## src/include/hdlc_sel_pkg.sv

```systemverilog
// Constants and register map for HDLC frame, slot and bit selection
//
// Behaviour
// - Parity code 00 both, 01 odd, 10 even
// - Frames counted from one; odd then even
// - Multiframe starts odd, ends even
// - Parity choice shared by receive and transmit
// - Parity select register resets to zero
// - Mask bit x enables bit position x
// - Each slot bit mask resets to ff
// - Bit mask shared by receive and transmit
// - Channel one has separate receive/transmit maps
// - Channels two, three use one shared map
// - Sixteen-bit transmit queues, reset to zero

package hdlc_sel_pkg;

    // ==========================================
    // Register offsets (byte addresses)
    localparam logic [7:0] FRAME_PARITY_SELECT_OFS = 8'ha0; // Parity codes, 2 bits per channel
    localparam logic [7:0] CH1_SLOT_BIT_MASK_OFS   = 8'ha1; // Channel 1 bit positions
    localparam logic [7:0] CH2_SLOT_BIT_MASK_OFS   = 8'ha2; // Channel 2 bit positions
    localparam logic [7:0] CH3_SLOT_BIT_MASK_OFS   = 8'ha3; // Channel 3 bit positions
    localparam logic [7:0] TRANSMIT_SLOT_MAP_OFS   = 8'ha4; // Channel 1 transmit map, 3 bytes
    localparam logic [7:0] RECEIVE_SLOT_MAP_OFS    = 8'ha7; // Channel 1 receive map, 3 bytes
    localparam logic [7:0] SLOT_CHOICE_CH2_OFS     = 8'haa; // Channel 2 map, 3 bytes
    localparam logic [7:0] SLOT_CHOICE_CH3_OFS     = 8'had; // Channel 3 map, 3 bytes
    localparam logic [7:0] CH2_QUEUE_LOW_OFS       = 8'hb0; // Channel 2 queue low byte
    localparam logic [7:0] CH2_QUEUE_HIGH_OFS      = 8'hb1; // Channel 2 queue high byte, pushes
    localparam logic [7:0] CH3_QUEUE_LOW_OFS       = 8'hb2; // Channel 3 queue low byte
    localparam logic [7:0] CH3_QUEUE_HIGH_OFS      = 8'hb3; // Channel 3 queue high byte, pushes
    localparam logic [7:0] QUEUE_STATUS_OFS        = 8'hb4; // Queue and frame state, read only

    // ==========================================
    // Field layout and codes
    localparam int         PARITY_W     = 2;      // Width of one parity field
    localparam logic [1:0] PARITY_BOTH  = 2'h0;   // Even and odd frames
    localparam logic [1:0] PARITY_ODD   = 2'h1;   // Odd frames only
    localparam logic [1:0] PARITY_EVEN  = 2'h2;   // Even frames only
    localparam int         NUM_CH       = 3;      // HDLC channels
    localparam int         NUM_SLOTS    = 24;     // Time slots in a frame
    localparam int         MAP_BYTES    = 3;      // Bytes per slot map
    localparam int         QUEUE_WORD_W = 16;     // Transmit queue word width
    localparam int         QUEUE_BITS   = 15;     // Bits left after a word is loaded

    // ==========================================
    // Values after reset
    localparam logic [7:0]  FRAME_PARITY_RST = 8'h00;  // All frames used
    localparam logic [7:0]  SLOT_BIT_MASK_RST = 8'hff; // All bit positions used
    localparam logic [23:0] SLOT_MAP_RST      = 24'h000000; // No slot chosen
    localparam logic [7:0]  QUEUE_BYTE_RST    = 8'h00; // Queue word holding byte
    localparam logic [15:0] QUEUE_WORD_RST    = 16'h0000; // Serialiser word

endpackage

```

## src/hdl/hdlc_slot_bit_frame_select.sv

```systemverilog
// HDLC frame parity, time slot and bit selection with channel 2/3 transmit queues
//
// Decided for this implementation: the address-and-strobe port.
`timescale 1ns/1ps
`default_nettype none

// ==========================================
// Transmit queue: simple synchronous FIFO
module tx_word_queue #(
    parameter int WIDTH = 16,
    parameter int DEPTH = 32
) (
    input  wire logic             clock,
    input  wire logic             resetn,
    input  wire logic             in_valid,
    output logic                  in_ready,
    input  wire logic [WIDTH-1:0] in_data,
    output logic                  out_valid,
    input  wire logic             out_ready,
    output logic      [WIDTH-1:0] out_data
);
    localparam int AW = $clog2(DEPTH);

    // Pointer arithmetic needs a power of two
    if (DEPTH < 2 || (DEPTH & (DEPTH - 1)) != 0) begin : g_depth_check
        $error("tx_word_queue depth must be a power of two, at least 2");
    end

    logic [WIDTH-1:0] mem [DEPTH];   // Word storage
    logic [AW:0]      wr_ptr;        // Write pointer, extra wrap bit
    logic [AW:0]      rd_ptr;        // Read pointer, extra wrap bit
    logic [AW:0]      next_wr_ptr;
    logic [AW:0]      next_rd_ptr;
    logic             do_push;
    logic             do_pop;

    // Full when pointers differ only by the wrap bit
    assign in_ready  = !((wr_ptr[AW] != rd_ptr[AW]) && (wr_ptr[AW-1:0] == rd_ptr[AW-1:0]));
    assign out_valid = (wr_ptr != rd_ptr);
    assign out_data  = mem[rd_ptr[AW-1:0]];
    assign do_push   = in_valid && in_ready;
    assign do_pop    = out_valid && out_ready;

    // Pointer next values
    always_comb begin
        next_wr_ptr = do_push ? wr_ptr + 1'b1 : wr_ptr;
        next_rd_ptr = do_pop ? rd_ptr + 1'b1 : rd_ptr;
    end

    // Pointers
    always_ff @(posedge clock or negedge resetn) begin
        if (!resetn) begin
            wr_ptr <= '0;
            rd_ptr <= '0;
        end else begin
            wr_ptr <= next_wr_ptr;
            rd_ptr <= next_rd_ptr;
        end
    end

    // Storage has no reset; only written words are ever read
    always_ff @(posedge clock) begin
        if (do_push) begin
            mem[wr_ptr[AW-1:0]] <= in_data;
        end
    end
endmodule

// ==========================================
// Selection block
module hdlc_slot_bit_frame_select #(
    parameter int QUEUE_DEPTH = 32
) (
    input  wire logic       clock,
    input  wire logic       resetn,
    // Register port
    input  wire logic [7:0] addr,
    input  wire logic [7:0] wdata,
    input  wire logic       wr,
    input  wire logic       rd,
    output logic      [7:0] rdata,
    // Framed line side
    input  wire logic       mf_start,      // First bit of a multiframe
    input  wire logic       fr_start,      // First bit of a frame
    input  wire logic       bit_strobe,    // One line bit this cycle
    input  wire logic [4:0] slot,          // Time slot of this bit
    input  wire logic [2:0] bit_pos,       // Bit position within the slot
    input  wire logic       line_rx_bit,   // Received line bit
    input  wire logic       ch1_tx_bit,    // Channel 1 transmit bit from its own queue
    output logic            ch1_tx_take,   // Channel 1 bit consumed this cycle
    output logic      [2:0] rx_valid,      // Per channel receive bit strobe
    output logic      [2:0] rx_data,       // Per channel receive bit
    output logic            tx_line_valid, // Transmit bit belongs to a channel
    output logic            tx_line_bit,   // Transmit bit for the line
    output logic      [1:0] queue_ready    // Channel 2/3 queues can take a word
);
    if (QUEUE_DEPTH < 2 || QUEUE_DEPTH > 256) begin : g_param_check
        $error("QUEUE_DEPTH out of range");
    end

    // ==========================================
    // Ownership decode, used for every direction and channel
    function automatic logic owns(input logic [1:0] code, input logic odd,
                                  input logic [23:0] map, input logic [4:0] s,
                                  input logic [7:0] mask, input logic [2:0] pos);
        logic parity_ok;
        logic slot_ok;
        parity_ok = (code == hdlc_sel_pkg::PARITY_ODD)  ? odd :
                    (code == hdlc_sel_pkg::PARITY_EVEN) ? !odd : 1'b1;
        slot_ok   = (s < 5'(hdlc_sel_pkg::NUM_SLOTS)) && map[s];
        return parity_ok && slot_ok && mask[pos];
    endfunction

    // ==========================================
    // Configuration registers
    logic [7:0]  frame_parity_select;   // Three parity fields
    logic [7:0]  slot_bit_mask [3];     // Per channel bit masks
    logic [23:0] transmit_slot_map;     // Channel 1 transmit slots
    logic [23:0] receive_slot_map;      // Channel 1 receive slots
    logic [23:0] slot_choice_ch2;       // Channel 2 slots, both directions
    logic [23:0] slot_choice_ch3;       // Channel 3 slots, both directions
    logic [7:0]  queue_low [2];         // Held low bytes of queue words
    logic [7:0]  next_frame_parity_select;
    logic [7:0]  next_slot_bit_mask [3];
    logic [23:0] next_transmit_slot_map;
    logic [23:0] next_receive_slot_map;
    logic [23:0] next_slot_choice_ch2;
    logic [23:0] next_slot_choice_ch3;
    logic [7:0]  next_queue_low [2];
    logic [1:0]  push;                  // One cycle push per queue
    logic [7:0]  next_rdata;
    logic        odd_q;                 // Parity of the current frame
    logic        next_odd_q;
    logic        cur_odd;               // Parity that applies to this bit
    logic [1:0]  q_valid;
    logic [15:0] q_data [2];
    logic [1:0]  q_pop;

    // Register writes and read mux
    always_comb begin
        next_frame_parity_select = frame_parity_select;
        next_slot_bit_mask       = slot_bit_mask;
        next_transmit_slot_map   = transmit_slot_map;
        next_receive_slot_map    = receive_slot_map;
        next_slot_choice_ch2     = slot_choice_ch2;
        next_slot_choice_ch3     = slot_choice_ch3;
        next_queue_low           = queue_low;
        push                     = 2'h0;
        next_rdata               = 8'h00;
        if (wr) begin
            unique case (addr)
                hdlc_sel_pkg::FRAME_PARITY_SELECT_OFS: next_frame_parity_select = wdata;
                hdlc_sel_pkg::CH1_SLOT_BIT_MASK_OFS:   next_slot_bit_mask[0]  = wdata;
                hdlc_sel_pkg::CH2_SLOT_BIT_MASK_OFS:   next_slot_bit_mask[1]  = wdata;
                hdlc_sel_pkg::CH3_SLOT_BIT_MASK_OFS:   next_slot_bit_mask[2]  = wdata;
                hdlc_sel_pkg::CH2_QUEUE_LOW_OFS:       next_queue_low[0]      = wdata;
                hdlc_sel_pkg::CH2_QUEUE_HIGH_OFS:      push[0]                = 1'b1;
                hdlc_sel_pkg::CH3_QUEUE_LOW_OFS:       next_queue_low[1]      = wdata;
                hdlc_sel_pkg::CH3_QUEUE_HIGH_OFS:      push[1]                = 1'b1;
                default: begin
                    // Slot maps are three bytes each, lowest slots first
                    for (int k = 0; k < hdlc_sel_pkg::MAP_BYTES; k++) begin
                        if (addr == hdlc_sel_pkg::TRANSMIT_SLOT_MAP_OFS + 8'(k)) begin
                            next_transmit_slot_map[8*k +: 8] = wdata;
                        end
                        if (addr == hdlc_sel_pkg::RECEIVE_SLOT_MAP_OFS + 8'(k)) begin
                            next_receive_slot_map[8*k +: 8] = wdata;
                        end
                        if (addr == hdlc_sel_pkg::SLOT_CHOICE_CH2_OFS + 8'(k)) begin
                            next_slot_choice_ch2[8*k +: 8] = wdata;
                        end
                        if (addr == hdlc_sel_pkg::SLOT_CHOICE_CH3_OFS + 8'(k)) begin
                            next_slot_choice_ch3[8*k +: 8] = wdata;
                        end
                    end
                end
            endcase
        end
        if (rd) begin
            // Queues are write only and read as zero, as does any unmapped address
            unique case (addr)
                hdlc_sel_pkg::FRAME_PARITY_SELECT_OFS: next_rdata = frame_parity_select;
                hdlc_sel_pkg::CH1_SLOT_BIT_MASK_OFS:   next_rdata = slot_bit_mask[0];
                hdlc_sel_pkg::CH2_SLOT_BIT_MASK_OFS:   next_rdata = slot_bit_mask[1];
                hdlc_sel_pkg::CH3_SLOT_BIT_MASK_OFS:   next_rdata = slot_bit_mask[2];
                hdlc_sel_pkg::QUEUE_STATUS_OFS: begin
                    next_rdata = {3'h0, odd_q, !queue_ready[1], !q_valid[1],
                                  !queue_ready[0], !q_valid[0]};
                end
                default: begin
                    for (int k = 0; k < hdlc_sel_pkg::MAP_BYTES; k++) begin
                        if (addr == hdlc_sel_pkg::TRANSMIT_SLOT_MAP_OFS + 8'(k)) begin
                            next_rdata = transmit_slot_map[8*k +: 8];
                        end
                        if (addr == hdlc_sel_pkg::RECEIVE_SLOT_MAP_OFS + 8'(k)) begin
                            next_rdata = receive_slot_map[8*k +: 8];
                        end
                        if (addr == hdlc_sel_pkg::SLOT_CHOICE_CH2_OFS + 8'(k)) begin
                            next_rdata = slot_choice_ch2[8*k +: 8];
                        end
                        if (addr == hdlc_sel_pkg::SLOT_CHOICE_CH3_OFS + 8'(k)) begin
                            next_rdata = slot_choice_ch3[8*k +: 8];
                        end
                    end
                end
            endcase
        end
    end

    // Register state; read data stands for one cycle only
    always_ff @(posedge clock or negedge resetn) begin
        if (!resetn) begin
            frame_parity_select <= hdlc_sel_pkg::FRAME_PARITY_RST;
            for (int c = 0; c < hdlc_sel_pkg::NUM_CH; c++) begin
                slot_bit_mask[c] <= hdlc_sel_pkg::SLOT_BIT_MASK_RST;
            end
            transmit_slot_map <= hdlc_sel_pkg::SLOT_MAP_RST;
            receive_slot_map  <= hdlc_sel_pkg::SLOT_MAP_RST;
            slot_choice_ch2   <= hdlc_sel_pkg::SLOT_MAP_RST;
            slot_choice_ch3   <= hdlc_sel_pkg::SLOT_MAP_RST;
            queue_low[0]      <= hdlc_sel_pkg::QUEUE_BYTE_RST;
            queue_low[1]      <= hdlc_sel_pkg::QUEUE_BYTE_RST;
            rdata             <= 8'h00;
        end else begin
            frame_parity_select <= next_frame_parity_select;
            slot_bit_mask       <= next_slot_bit_mask;
            transmit_slot_map   <= next_transmit_slot_map;
            receive_slot_map    <= next_receive_slot_map;
            slot_choice_ch2     <= next_slot_choice_ch2;
            slot_choice_ch3     <= next_slot_choice_ch3;
            queue_low           <= next_queue_low;
            rdata               <= next_rdata;
        end
    end

    // ==========================================
    // Frame parity tracking
    always_comb begin
        // Multiframe start forces frame 1, each new frame flips parity
        cur_odd    = mf_start ? 1'b1 : (fr_start ? !odd_q : odd_q);
        next_odd_q = bit_strobe ? cur_odd : odd_q;
    end

    always_ff @(posedge clock or negedge resetn) begin
        if (!resetn) begin
            odd_q <= 1'b0;
        end else begin
            odd_q <= next_odd_q;
        end
    end

    // ==========================================
    // Channel ownership of the current bit
    logic [2:0] sel_rx;  // Bit belongs to channel, receive
    logic [2:0] sel_tx;  // Bit belongs to channel, transmit

    always_comb begin
        // One parity field and one mask per channel serve both directions
        sel_rx[0] = bit_strobe && owns(frame_parity_select[1:0], cur_odd, receive_slot_map,
                                       slot, slot_bit_mask[0], bit_pos);
        sel_tx[0] = bit_strobe && owns(frame_parity_select[1:0], cur_odd, transmit_slot_map,
                                       slot, slot_bit_mask[0], bit_pos);
        sel_rx[1] = bit_strobe && owns(frame_parity_select[3:2], cur_odd, slot_choice_ch2,
                                       slot, slot_bit_mask[1], bit_pos);
        sel_tx[1] = sel_rx[1];
        sel_rx[2] = bit_strobe && owns(frame_parity_select[5:4], cur_odd, slot_choice_ch3,
                                       slot, slot_bit_mask[2], bit_pos);
        sel_tx[2] = sel_rx[2];
    end

    assign ch1_tx_take = sel_tx[0];

    // ==========================================
    // Channel 2 and 3 queues and serialisers
    logic [15:0] shreg [2];       // Word being sent, LSB first
    logic [4:0]  bits_left [2];   // Bits still in the shift register
    logic [15:0] next_shreg [2];
    logic [4:0]  next_bits_left [2];
    logic [1:0]  ser_bit;         // Bit offered to the line

    for (genvar j = 0; j < 2; j++) begin : g_queue
        tx_word_queue #(
            .WIDTH (hdlc_sel_pkg::QUEUE_WORD_W),
            .DEPTH (QUEUE_DEPTH)
        ) u_queue (
            .clock     (clock),
            .resetn    (resetn),
            .in_valid  (push[j]),
            .in_ready  (queue_ready[j]),
            .in_data   ({wdata, queue_low[j]}),
            .out_valid (q_valid[j]),
            .out_ready (q_pop[j]),
            .out_data  (q_data[j])
        );

        // Shift out one bit per owned line bit; idle ones when the queue is dry
        always_comb begin
            next_shreg[j]     = shreg[j];
            next_bits_left[j] = bits_left[j];
            q_pop[j]          = 1'b0;
            ser_bit[j]        = 1'b1;
            if (sel_tx[j+1]) begin
                if (bits_left[j] != 5'h00) begin
                    ser_bit[j]        = shreg[j][0];
                    next_shreg[j]     = {1'b0, shreg[j][15:1]};
                    next_bits_left[j] = bits_left[j] - 5'h01;
                end else if (q_valid[j]) begin
                    q_pop[j]          = 1'b1;
                    ser_bit[j]        = q_data[j][0];
                    next_shreg[j]     = {1'b0, q_data[j][15:1]};
                    next_bits_left[j] = 5'(hdlc_sel_pkg::QUEUE_BITS);
                end
            end
        end

        always_ff @(posedge clock or negedge resetn) begin
            if (!resetn) begin
                shreg[j]     <= hdlc_sel_pkg::QUEUE_WORD_RST;
                bits_left[j] <= 5'h00;
            end else begin
                shreg[j]     <= next_shreg[j];
                bits_left[j] <= next_bits_left[j];
            end
        end
    end

    // ==========================================
    // Line outputs, registered
    logic [2:0] next_rx_valid;
    logic [2:0] next_rx_data;
    logic       next_tx_line_valid;
    logic       next_tx_line_bit;

    always_comb begin
        next_rx_valid      = sel_rx;
        next_rx_data       = sel_rx & {3{line_rx_bit}};
        next_tx_line_valid = |sel_tx;
        // Disjoint channels assumed; overlap resolves to the lowest channel
        next_tx_line_bit   = sel_tx[0] ? ch1_tx_bit :
                             sel_tx[1] ? ser_bit[0] :
                             sel_tx[2] ? ser_bit[1] : 1'b1;
    end

    always_ff @(posedge clock or negedge resetn) begin
        if (!resetn) begin
            rx_valid      <= 3'h0;
            rx_data       <= 3'h0;
            tx_line_valid <= 1'b0;
            tx_line_bit   <= 1'b1;
        end else begin
            rx_valid      <= next_rx_valid;
            rx_data       <= next_rx_data;
            tx_line_valid <= next_tx_line_valid;
            tx_line_bit   <= next_tx_line_bit;
        end
    end

    // ==========================================
    // Checks
    logic cfg_written; // Helper: any register written since reset
    always_ff @(posedge clock or negedge resetn) begin
        if (!resetn) begin
            cfg_written <= 1'b0;
        end else if (wr) begin
            cfg_written <= 1'b1;
        end
    end

    for (genvar c = 0; c < 3; c++) begin : g_checks

    end
endmodule

`default_nettype wire

```

## config.mk

```make
export PLATFORM = sky130hd
export DESIGN_NAME = hdlc_slot_bit_frame_select
export DESIGN_NICKNAME = d
export VERILOG_FILES = /design/src/include/hdlc_sel_pkg.sv /design/src/hdl/hdlc_slot_bit_frame_select.sv
export SDC_FILE = /design/constraint.sdc
export NUM_CORES = 1
export LEC_CHECK = 0
export CAP_MARGIN = 25
export CORE_UTILIZATION = 60
export CTS_BUF_LIST = sky130_fd_sc_hd__clkbuf_2
export DETAILED_ROUTE_END_ITERATION = 7
export DONT_BUFFER_PORTS = 1
export PLACE_DENSITY = 0.8
export SLEW_MARGIN = 10
export SYNTH_ARGS = -nofsm -noshare
export SYNTH_HDL_FRONTEND = slang
export SYNTH_SLANG_ARGS = --single-unit
```

## constraint.sdc

```tcl
create_clock -name clock -period 2.6 [get_ports clock]
set_input_delay 0.13 -clock clock [delete_from_list [all_inputs] [get_ports clock]]
set_output_delay 0.13 -clock clock [all_outputs]
set_load 0.03 [all_outputs]
```

==> run_summary.xml, run 1 <==
<?xml version="1.0" encoding="UTF-8"?>
<metrics>
  <group name="power">
    <metric name="power-per-cell-area" unit="mW/mm2">731</metric>
    <metric name="power_switching" unit="W">0.0122</metric>
    <metric name="peakVddDrop" unit="uV">508</metric>
    <metric name="power.share.combinational" unit="">0.182</metric>
    <metric name="seq_power_share" unit="">0.515</metric>
    <metric name="net_switching_share_of_the_total_power" unit="">0.280</metric>
    <metric name="leakage" unit="nW">21.0</metric>
    <metric name="pwr-share-clk" unit="">0.303</metric>
    <metric name="power_report.internal_total" unit="W">0.0313</metric>
  </group>
  <group name="clock_tree">
    <metric name="clock_tree.htree_level_count" unit="">5</metric>
    <metric name="ctsRootBufferMaster" unit="">clkbuf_2</metric>
    <metric name="cts_tree" unit="">done</metric>
    <metric name="clock_tree.buffer_depth" unit="">4</metric>
    <metric name="tritoncts_num_sinks" unit="">1249</metric>
    <metric name="cts_inserted_buffers" unit="">318</metric>
    <metric name="worst_skew_pair.late_latency" unit="ns">1.58</metric>
    <metric name="cts.reportedPaths.clkPinSlew" unit="ns">0.14</metric>
  </group>
  <group name="outcome">
    <metric name="result_of_the_run" unit="">finished, violations left</metric>
    <metric name="failed_checks" unit="">hold timing, setup timing</metric>
  </group>
  <group name="placement">
    <metric name="globalplace.congestion" unit="">0.891</metric>
    <metric name="post-dp-hpwl" unit="mm">68.8</metric>
    <metric name="numPortBuffers" unit="">0</metric>
    <metric name="placed_cells_incl_taps" unit="">3807</metric>
  </group>
  <group name="floorplan">
    <metric name="overall_die_width" unit="um">294</metric>
    <metric name="core_box_area" unit="mm2">0.0838</metric>
    <metric name="core.rowCount" unit="">106</metric>
    <metric name="design.portCount" unit="">52</metric>
    <metric name="die-height" unit="um">294</metric>
    <metric name="initial_standard_cell_utilization_of_the_core" unit="">0.608</metric>
    <metric name="die_area" unit="mm2">0.0861</metric>
  </group>
  <group name="layout">
    <metric name="layout-area-overhead-vs-synth" unit="%">16.6</metric>
    <metric name="nets" unit="">3223</metric>
    <metric name="drive_above_1_share" unit="">0.408</metric>
    <metric name="postLayoutCoreUtil" unit="">0.709</metric>
    <metric name="final_cell_count_no_fill" unit="">4526</metric>
    <metric name="filler_cell_count" unit="">4898</metric>
  </group>
  <group name="setup_path">
    <metric name="reg2reg_setup_slack" unit="ns">-0.17</metric>
    <metric name="crit_type" unit="">register to primary output</metric>
    <metric name="crit_path_frequent_cell" unit="">buf_6</metric>
    <metric name="critPathCapture" unit="">ch1_tx_take</metric>
    <metric name="critical_path.cell_chain" unit="">nor2b_4 &gt; a2111oi_2 &gt; a31oi_1 &gt; nand4_1 &gt; buf_6 &gt; a31oi_4 &gt; buf_6</metric>
    <metric name="worst_ep_required_time" unit="ns">2.47</metric>
    <metric name="timing.critical_path.from_type" unit="">register</metric>
    <metric name="kind_of_end_point_of_the_critical_path" unit="">primary output</metric>
    <metric name="critical_path_arrival" unit="ns">3.27</metric>
    <metric name="critPathMaxStageDelay" unit="ns">0.57</metric>
    <metric name="cp_num_buf_inv" unit="">2</metric>
    <metric name="critical_path.top_delay_family" unit="">flip-flops</metric>
    <metric name="rr_endpoint" unit="">tx_line_bit</metric>
    <metric name="crit_cells" unit="">7</metric>
    <metric name="timing.reg2reg.worst_path_depth" unit="">8</metric>
    <metric name="critical_path.startpoint" unit="">slot_bit_mask[16]</metric>
    <metric name="path_max_fanout" unit="">4</metric>
    <metric name="critical_path.reg2reg.startpoint" unit="">g_queue[0].u_queue.rd_ptr[1]</metric>
    <metric name="critical_path.slowest_cell" unit="">dfstp_2</metric>
  </group>
  <group name="global_routing">
    <metric name="via_count_of_the_first_global_routing_pass" unit="">30271</metric>
    <metric name="groute.layer.met1.usage" unit="">0.407</metric>
    <metric name="top_usage_layer" unit="">met2</metric>
    <metric name="grt_start_max_net_pins" unit="">226</metric>
    <metric name="antenna_found_initial" unit="">4</metric>
    <metric name="globalRouteMet3Util" unit="">0.0632</metric>
    <metric name="globalRouteMet2Util" unit="">0.479</metric>
    <metric name="grt_usage" unit="">0.301</metric>
    <metric name="grt_pass1_wl" unit="mm">189</metric>
    <metric name="gr-total-overflow" unit="">0</metric>
  </group>
  <group name="synth">
    <metric name="synth-edff-count" unit="">1024</metric>
    <metric name="synth_async_sr_flop_share" unit="">0.180</metric>
    <metric name="synth_fp_nets" unit="">2695</metric>
    <metric name="synth_area" unit="mm2">0.0510</metric>
    <metric name="post_synth_num_cell_types" unit="">75</metric>
    <metric name="synthesis.yosys.warnings" unit="">0</metric>
    <metric name="ys_ff_latch" unit="">1249</metric>
    <metric name="ys_dominant_reg_cell" unit="">edfxtp_1</metric>
    <metric name="post_synth.cell_area_avg" unit="um2">19.2</metric>
    <metric name="netlist_instances" unit="">2650</metric>
    <metric name="synth-seq-area-share" unit="">0.714</metric>
  </group>
  <group name="route">
    <metric name="post_drt_wl_per_cell" unit="um">29.6</metric>
    <metric name="routed_wl" unit="mm">134</metric>
    <metric name="firstDrtPassIters" unit="">6</metric>
    <metric name="vias" unit="">29744</metric>
    <metric name="post-route-drc-count" unit="">0</metric>
    <metric name="avgViaCountPerCell" unit="">6.57</metric>
    <metric name="ant_nets" unit="">0</metric>
    <metric name="drt_initial_violations" unit="">3878</metric>
  </group>
  <group name="min_path">
    <metric name="holdCritPathClass" unit="">input port to asynchronous set/reset pin</metric>
  </group>
  <group name="timing">
    <metric name="tightest_slew" unit="ns">1.06</metric>
    <metric name="setup-violations-final" unit="">97</metric>
    <metric name="final_min_period_over_clock_period" unit="">1.31</metric>
    <metric name="setup_repair_after_global_routing_missed_its_margin" unit="">yes</metric>
    <metric name="maxSlewHeadroom" unit="">0.290</metric>
    <metric name="clock-skew-final" unit="ns">0.211</metric>
    <metric name="finalHoldViolations" unit="">285</metric>
    <metric name="max_clock_freq" unit="MHz">294</metric>
    <metric name="setup_ws" unit="ns">-0.799</metric>
    <metric name="final_period_minus_worst_setup_slack" unit="ns">3.40</metric>
    <metric name="slew_viol_final" unit="">0</metric>
    <metric name="finalHoldWorstSlack" unit="ns">-1.77</metric>
  </group>
  <group name="run">
    <metric name="max_cap_violations" unit="">0</metric>
  </group>
</metrics>
## state kept, by name, summed over array words and instances (netlist names)
register / flops
bits_left: 10
frame_parity_select: 8
g_queue.u_queue.mem: 1024
g_queue.u_queue.rd_ptr: 12
g_queue.u_queue.wr_ptr: 12
odd_q: 1
queue_low: 16
rdata: 8
receive_slot_map: 24
rx_data: 3
rx_valid: 3
shreg: 30
slot_bit_mask: 24
slot_choice_ch2: 24
slot_choice_ch3: 24
transmit_slot_map: 24
tx_line_bit: 1
tx_line_valid: 1
## power groups by stage
stage / registers, W / logic, W / clock network [W]
floorplan: 0.0226 / 0.00461 / 0
global placement: 0.0228 / 0.00579 / 0
detailed placement: 0.0228 / 0.00594 / 0
CTS: 0.0224 / 0.00679 / 0.0131
global route: 0.0224 / 0.00823 / 0.0143
finish: 0.0224 / 0.00791 / 0.0132
## worst register-to-register path, delay by kind of cell (launching register included)
family | cells | cell delay (ns)
AOI/OAI and AO/OA | 4 | 1.26
muxes | 1 | 0.56
and+or+nand+nor | 1 | 0.10
DFF | 1 | 0.43
buffers and inverters | 2 | 0.42
## kinds of logic after synthesis
| logic type | Yosys count | synth area share |
|---|---|---|
| compound gates | 241 | 0.0291 |
| xor+xnor | 35 | 0.00601 |
| fa+ha+maj | 12 | 0.00294 |
| mux | 556 | 0.195 |
| flops | 1249 | 0.714 |
| buf+inv | 172 | 0.0161 |
| simple gates | 385 | 0.0370 |
## cell usage in the layout, fill, tap and decap left out, types with 12 or more instances in the layout
cell type,n
mux4_2,334
a21oi_1,39
a22oi_1,15
nor2_4,25
nor2_2,17
nand2_1,127
clkbuf_2,446
clkinv_1,60
o21ai_0,49
edfxtp_1,1024
dfrtp_1,192
a31oi_1,16
xnor2_1,13
nor3_1,12
xor2_1,18
buf_16,26
dfstp_2,25
nor2_1,74
buf_12,61
nand3_1,17
inv_1,22
o22ai_1,15
nor2b_1,16
buf_4,161
buf_6,19
o21ai_1,45
dlygate4sd3_1,64
mux2_2,148
ha_1,12
mux2i_1,70
clkbuf_16,14
## synthesized netlist by cell type, drive strengths merged (17+ instances only)
| library cell | n | area [um2] |
|---|---|---|
| a21oi | 39 | 195 |
| mux2i | 71 | 711 |
| xor2 | 22 | 193 |
| inv | 23 | 86.3 |
| buf | 91 | 510 |
| dfrtp | 200 | 5000 |
| nor3 | 23 | 155 |
| dfstp | 25 | 657 |
| a31oi | 17 | 106 |
| nor2 | 116 | 445 |
| nand3 | 20 | 113 |
| nor2b | 19 | 119 |
| o21ai | 101 | 509 |
| mux4 | 334 | 7520 |
| nand2 | 135 | 509 |
| a22oi | 18 | 135 |
| o22ai | 17 | 106 |
| edfxtp | 1024 | 30700 |
| clkbuf | 58 | 223 |
| mux2 | 151 | 1700 |
## per-layer routing
layer	wire (um)	vias to the layer above	share of wire
li1	-	11974	-
met1	48200	15184	0.36
met2	66300	2138	0.49
met3	13800	444	0.10
met4	5730	4	0.043
met5	29	-	0.00022
## repair_timing
action	4_1_cts	5_1_grt
hold buffers	87	6
hold endpoints to repair	1986	288
resized for setup	56	80
pin swaps	25	13
buffers inserted	49	25
endpoints found under the setup margin	351	815
cloned	3	14
## cell type report
| type | count | area [um2] | area share |
|---|---|---|---|
| timing repair buffer | 357 | 4560 | 0.0767 |
| sequential | 1249 | 36400 | 0.613 |
| clock inverter | 82 | 518 | 0.00871 |
| clock buffer | 446 | 2230 | 0.0375 |
| antenna | 6 | 15.0 | 0.000253 |
| inverter | 23 | 86.3 | 0.00145 |
| tap | 1134 | 1420 | 0.0239 |
| multi-input combinational | 1229 | 14200 | 0.239 |
## through the flow
step                power, W  worst slack, ns  instance area (um2)  TNS (ns)
CTS                   0.0422           -0.887                58400     -4.55
finish                0.0435           -0.799                59500     -4.67
global placement      0.0286           -0.334                53400    -54.69
detailed placement    0.0288           -0.379                53500    -64.08
floorplan             0.0273           -0.214                51100   -102.13
global route          0.0450            -1.00                59500     -5.99
## worst min-delay path by stage
stage,to,slack (ns),cells after the start
3_3_place_gp,shreg[18],-0.13,0
5_1_grt,shreg[23],-1.87,0
3_5_place_dp,queue_low[13],-0.16,0
6_report,queue_low[12],-1.77,0
2_1_floorplan,bits_left[0],-0.17,0
4_1_cts,frame_parity_select[1],-1.88,0
No activity file was read; power rests on OpenSTA's default activity.
==> run 2, diff against run 1 <==
- CORE_ASPECT_RATIO: default -> 0.6
==> run_summary.xml, run 2 (synthesized netlist as in run 1, its figures left out) <==
<?xml version="1.0" encoding="UTF-8"?>
<metrics>
  <group name="placement">
    <metric name="dpl_worst_slack" unit="ns">-0.118</metric>
    <metric name="numPortBuffers" unit="">0</metric>
    <metric name="post-dp-hpwl" unit="mm">76.0</metric>
    <metric name="globalplace.congestion" unit="">0.921</metric>
  </group>
  <group name="layout">
    <metric name="layout_commonest_cell" unit="">edfxtp_1</metric>
    <metric name="drive_above_1_share" unit="">0.413</metric>
    <metric name="regArea" unit="mm2">0.0364</metric>
    <metric name="layout-area-overhead-vs-synth" unit="%">16.5</metric>
    <metric name="layout.cells.most_common_list" unit="">edfxtp_1 (1024), clkbuf_2 (436), mux4_2 (334)</metric>
    <metric name="filler_cell_count" unit="">5049</metric>
    <metric name="multi_input_area" unit="mm2">0.0142</metric>
    <metric name="largest_register_ff_count" unit="">1024</metric>
    <metric name="nets" unit="">3207</metric>
  </group>
  <group name="timing">
    <metric name="max_clock_freq" unit="MHz">303</metric>
    <metric name="tightest_slew" unit="ns">1.06</metric>
    <metric name="finalHoldWorstSlack" unit="ns">-1.72</metric>
    <metric name="slew_viol_final" unit="">0</metric>
    <metric name="setup_repair_after_global_routing_missed_its_margin" unit="">yes</metric>
    <metric name="setup-violations-final" unit="">43</metric>
    <metric name="finalHoldViolations" unit="">285</metric>
    <metric name="setup_ws" unit="ns">-0.697</metric>
    <metric name="final_period_minus_worst_setup_slack" unit="ns">3.30</metric>
    <metric name="maxSlewHeadroom" unit="">0.291</metric>
    <metric name="final_min_period_over_clock_period" unit="">1.27</metric>
    <metric name="clock-skew-final" unit="ns">0.156</metric>
  </group>
  <group name="route">
    <metric name="firstDrtPassIters" unit="">7</metric>
    <metric name="ant_nets" unit="">0</metric>
    <metric name="routed_wl" unit="mm">134</metric>
    <metric name="drt_initial_violations" unit="">3897</metric>
    <metric name="vias" unit="">29294</metric>
    <metric name="post-route-drc-count" unit="">0</metric>
    <metric name="post_drt_wl_per_cell" unit="um">29.8</metric>
    <metric name="avgViaCountPerCell" unit="">6.53</metric>
  </group>
  <group name="setup_path">
    <metric name="reg2reg_setup_slack" unit="ns">-0.14</metric>
    <metric name="critical_path_arrival" unit="ns">3.17</metric>
    <metric name="worst_ep_required_time" unit="ns">2.47</metric>
    <metric name="path_max_fanout" unit="">2</metric>
    <metric name="crit_path_frequent_cell" unit="">buf_6</metric>
    <metric name="rr_endpoint" unit="">shreg[1]</metric>
    <metric name="critical_path.reg2reg.startpoint" unit="">g_queue[1].u_queue.rd_ptr[0]</metric>
    <metric name="kind_of_end_point_of_the_critical_path" unit="">primary output</metric>
    <metric name="crit_type" unit="">register to primary output</metric>
    <metric name="critical_path.slowest_cell" unit="">dfrtp_1</metric>
    <metric name="timing.critical_path.from_type" unit="">register</metric>
    <metric name="critPathMaxStageDelay" unit="ns">0.44</metric>
    <metric name="critical_path.cell_chain" unit="">xor2_2 &gt; nor2_2 &gt; mux2i_1 &gt; nand4_1 &gt; buf_6 &gt; a31oi_4 &gt; buf_6</metric>
    <metric name="timing.reg2reg.worst_path_depth" unit="">10</metric>
  </group>
  <group name="clock_tree">
    <metric name="clock_tree.htree_level_count" unit="">5</metric>
    <metric name="ctsRootBufferMaster" unit="">clkbuf_2</metric>
    <metric name="cts_inserted_buffers" unit="">288</metric>
    <metric name="clock_tree.buffer_depth" unit="">4</metric>
    <metric name="cts.reportedPaths.clkPinSlew" unit="ns">0.11</metric>
    <metric name="cts_tree" unit="">done</metric>
    <metric name="worst_skew_pair.late_latency" unit="ns">1.59</metric>
    <metric name="tritoncts_num_sinks" unit="">1249</metric>
  </group>
  <group name="floorplan">
    <metric name="die-height" unit="um">228</metric>
    <metric name="design.portCount" unit="">52</metric>
    <metric name="overall_die_width" unit="um">378</metric>
    <metric name="die_area" unit="mm2">0.0862</metric>
    <metric name="core_box_area" unit="mm2">0.0838</metric>
    <metric name="initial_standard_cell_utilization_of_the_core" unit="">0.608</metric>
    <metric name="core.rowCount" unit="">82</metric>
  </group>
  <group name="global_routing">
    <metric name="via_count_of_the_first_global_routing_pass" unit="">29499</metric>
    <metric name="grt_start_max_net_pins" unit="">226</metric>
    <metric name="antenna_found_initial" unit="">6</metric>
    <metric name="grt_usage" unit="">0.313</metric>
    <metric name="gr-total-overflow" unit="">0</metric>
    <metric name="grt_pass1_wl" unit="mm">193</metric>
  </group>
  <group name="min_path">
    <metric name="holdCritPathClass" unit="">input port to asynchronous set/reset pin</metric>
  </group>
  <group name="outcome">
    <metric name="result_of_the_run" unit="">finished, violations left</metric>
    <metric name="failed_checks" unit="">hold timing, setup timing</metric>
  </group>
  <group name="power">
    <metric name="pwr-share-clk" unit="">0.278</metric>
    <metric name="power.share.combinational" unit="">0.196</metric>
    <metric name="power_report.internal_total" unit="W">0.0309</metric>
    <metric name="seq_power_share" unit="">0.526</metric>
    <metric name="peakVddDrop" unit="uV">492</metric>
    <metric name="power_switching" unit="W">0.0117</metric>
    <metric name="report.power.total" unit="W">0.0426</metric>
    <metric name="power-per-cell-area" unit="mW/mm2">718</metric>
    <metric name="leakage" unit="nW">20.9</metric>
    <metric name="net_switching_share_of_the_total_power" unit="">0.274</metric>
  </group>
  <group name="run">
    <metric name="max_cap_violations" unit="">0</metric>
  </group>
</metrics>
==> run 2: cell count changes in the layout (fill, tap and decap cells not counted), sizes merged <==
cell,before,now
clkinv,69,30
clkbuf,460,447
dlygate4sd3,64,74
buf,275,283
bufinv,7,1
inv,26,30
clkinvlp,3,0
diode,6,4
dlymetal6s4s,2,1
==> run 2: critical path, delay by kind of cell (launching register included) <==
family / cells / cell delay, ns
flip-flops: 1 / 0.44
multiplexers: 1 / 0.20
AND/OR/NAND/NOR: 2 / 0.32
buffers and inverters: 2 / 0.37
XOR/XNOR: 1 / 0.17
AO/OA/AOI/OAI: 1 / 0.18
==> run 2: power groups by stage <==
| stage | sequential, W | combinational (W) | clock (W) |
|---|---|---|---|
| final | 0.0224 | 0.00837 | 0.0119 |
| after CTS | 0.0224 | 0.00713 | 0.0120 |
| after floorplan | 0.0226 | 0.00461 | 0 |
| after global routing | 0.0225 | 0.00882 | 0.0130 |
| after global placement | 0.0228 | 0.00600 | 0 |
| after detailed placement | 0.0229 | 0.00621 | 0 |
==> run 2: cell type report <==
| type | count | area share |
|---|---|---|
| clock buffer | 436 | 0.0367 |
| tap | 1134 | 0.0239 |
| sequential | 1249 | 0.613 |
| timing repair buffer | 371 | 0.0826 |
| multi-input combinational | 1229 | 0.239 |
| antenna | 4 | 0.000169 |
| clock inverter | 38 | 0.00291 |
| inverter | 23 | 0.00145 |
==> run 2: routing by layer <==
| metal | vias up | GRT usage | part of all wire |
|---|---|---|---|
| met3 | 286 | 0.110 | 0.15 |
| li1 | 11942 | - | - |
| met1 | 14903 | 0.468 | 0.38 |
| met2 | 2159 | 0.434 | 0.44 |
| met4 | 4 | 0.103 | 0.026 |
| met5 | - | 0 | 0.00013 |
==> run 2: repair_timing <==
action | in CTS | in global routing
buffers inserted | 62 | 42
gates cloned | 5 | 11
hold endpoints to repair | 1986 | 295
setup endpoints to repair | 37 | 386
pin swaps | 16 | 25
gates resized for setup | 57 | 112
hold buffers | 101 | 4
==> run 2: worst max path at each step <==
stage | startpoint | end | slack (ns) | cells past startpoint
floorplan | g_queue[0].u_queue.rd_ptr[0] | g_queue[0].u_queue.mem[31][0] | -0.21 | 8
global placement | g_queue[0].u_queue.rd_ptr[0] | shreg[29] | -0.08 | 8
detailed placement | g_queue[0].u_queue.rd_ptr[0] | shreg[29] | -0.12 | 8
CTS | odd_q | ch1_tx_take | -0.89 | 7
global route | odd_q | ch1_tx_take | -0.83 | 7
finish | odd_q | ch1_tx_take | -0.70 | 7
==> run 2: metrics by stage <==
| stage | hold slack (ns) | instances | TNS (ns) | area (um2) | util |
|---|---|---|---|---|---|
| global route | -1.86 | 4484 | -5.78 | 59400 | 0.708 |
| global placement | -0.159 | 3812 | -0.0814 | 54000 | 0.644 |
| CTS | -1.96 | 4428 | -9.22 | 58400 | 0.696 |
| finish | -1.72 | 4484 | -3.50 | 59400 | 0.708 |
| detailed placement | -0.159 | 3812 | -0.131 | 54000 | 0.644 |
| floorplan | -0.166 | 2650 | -102.13 | 51100 | - |
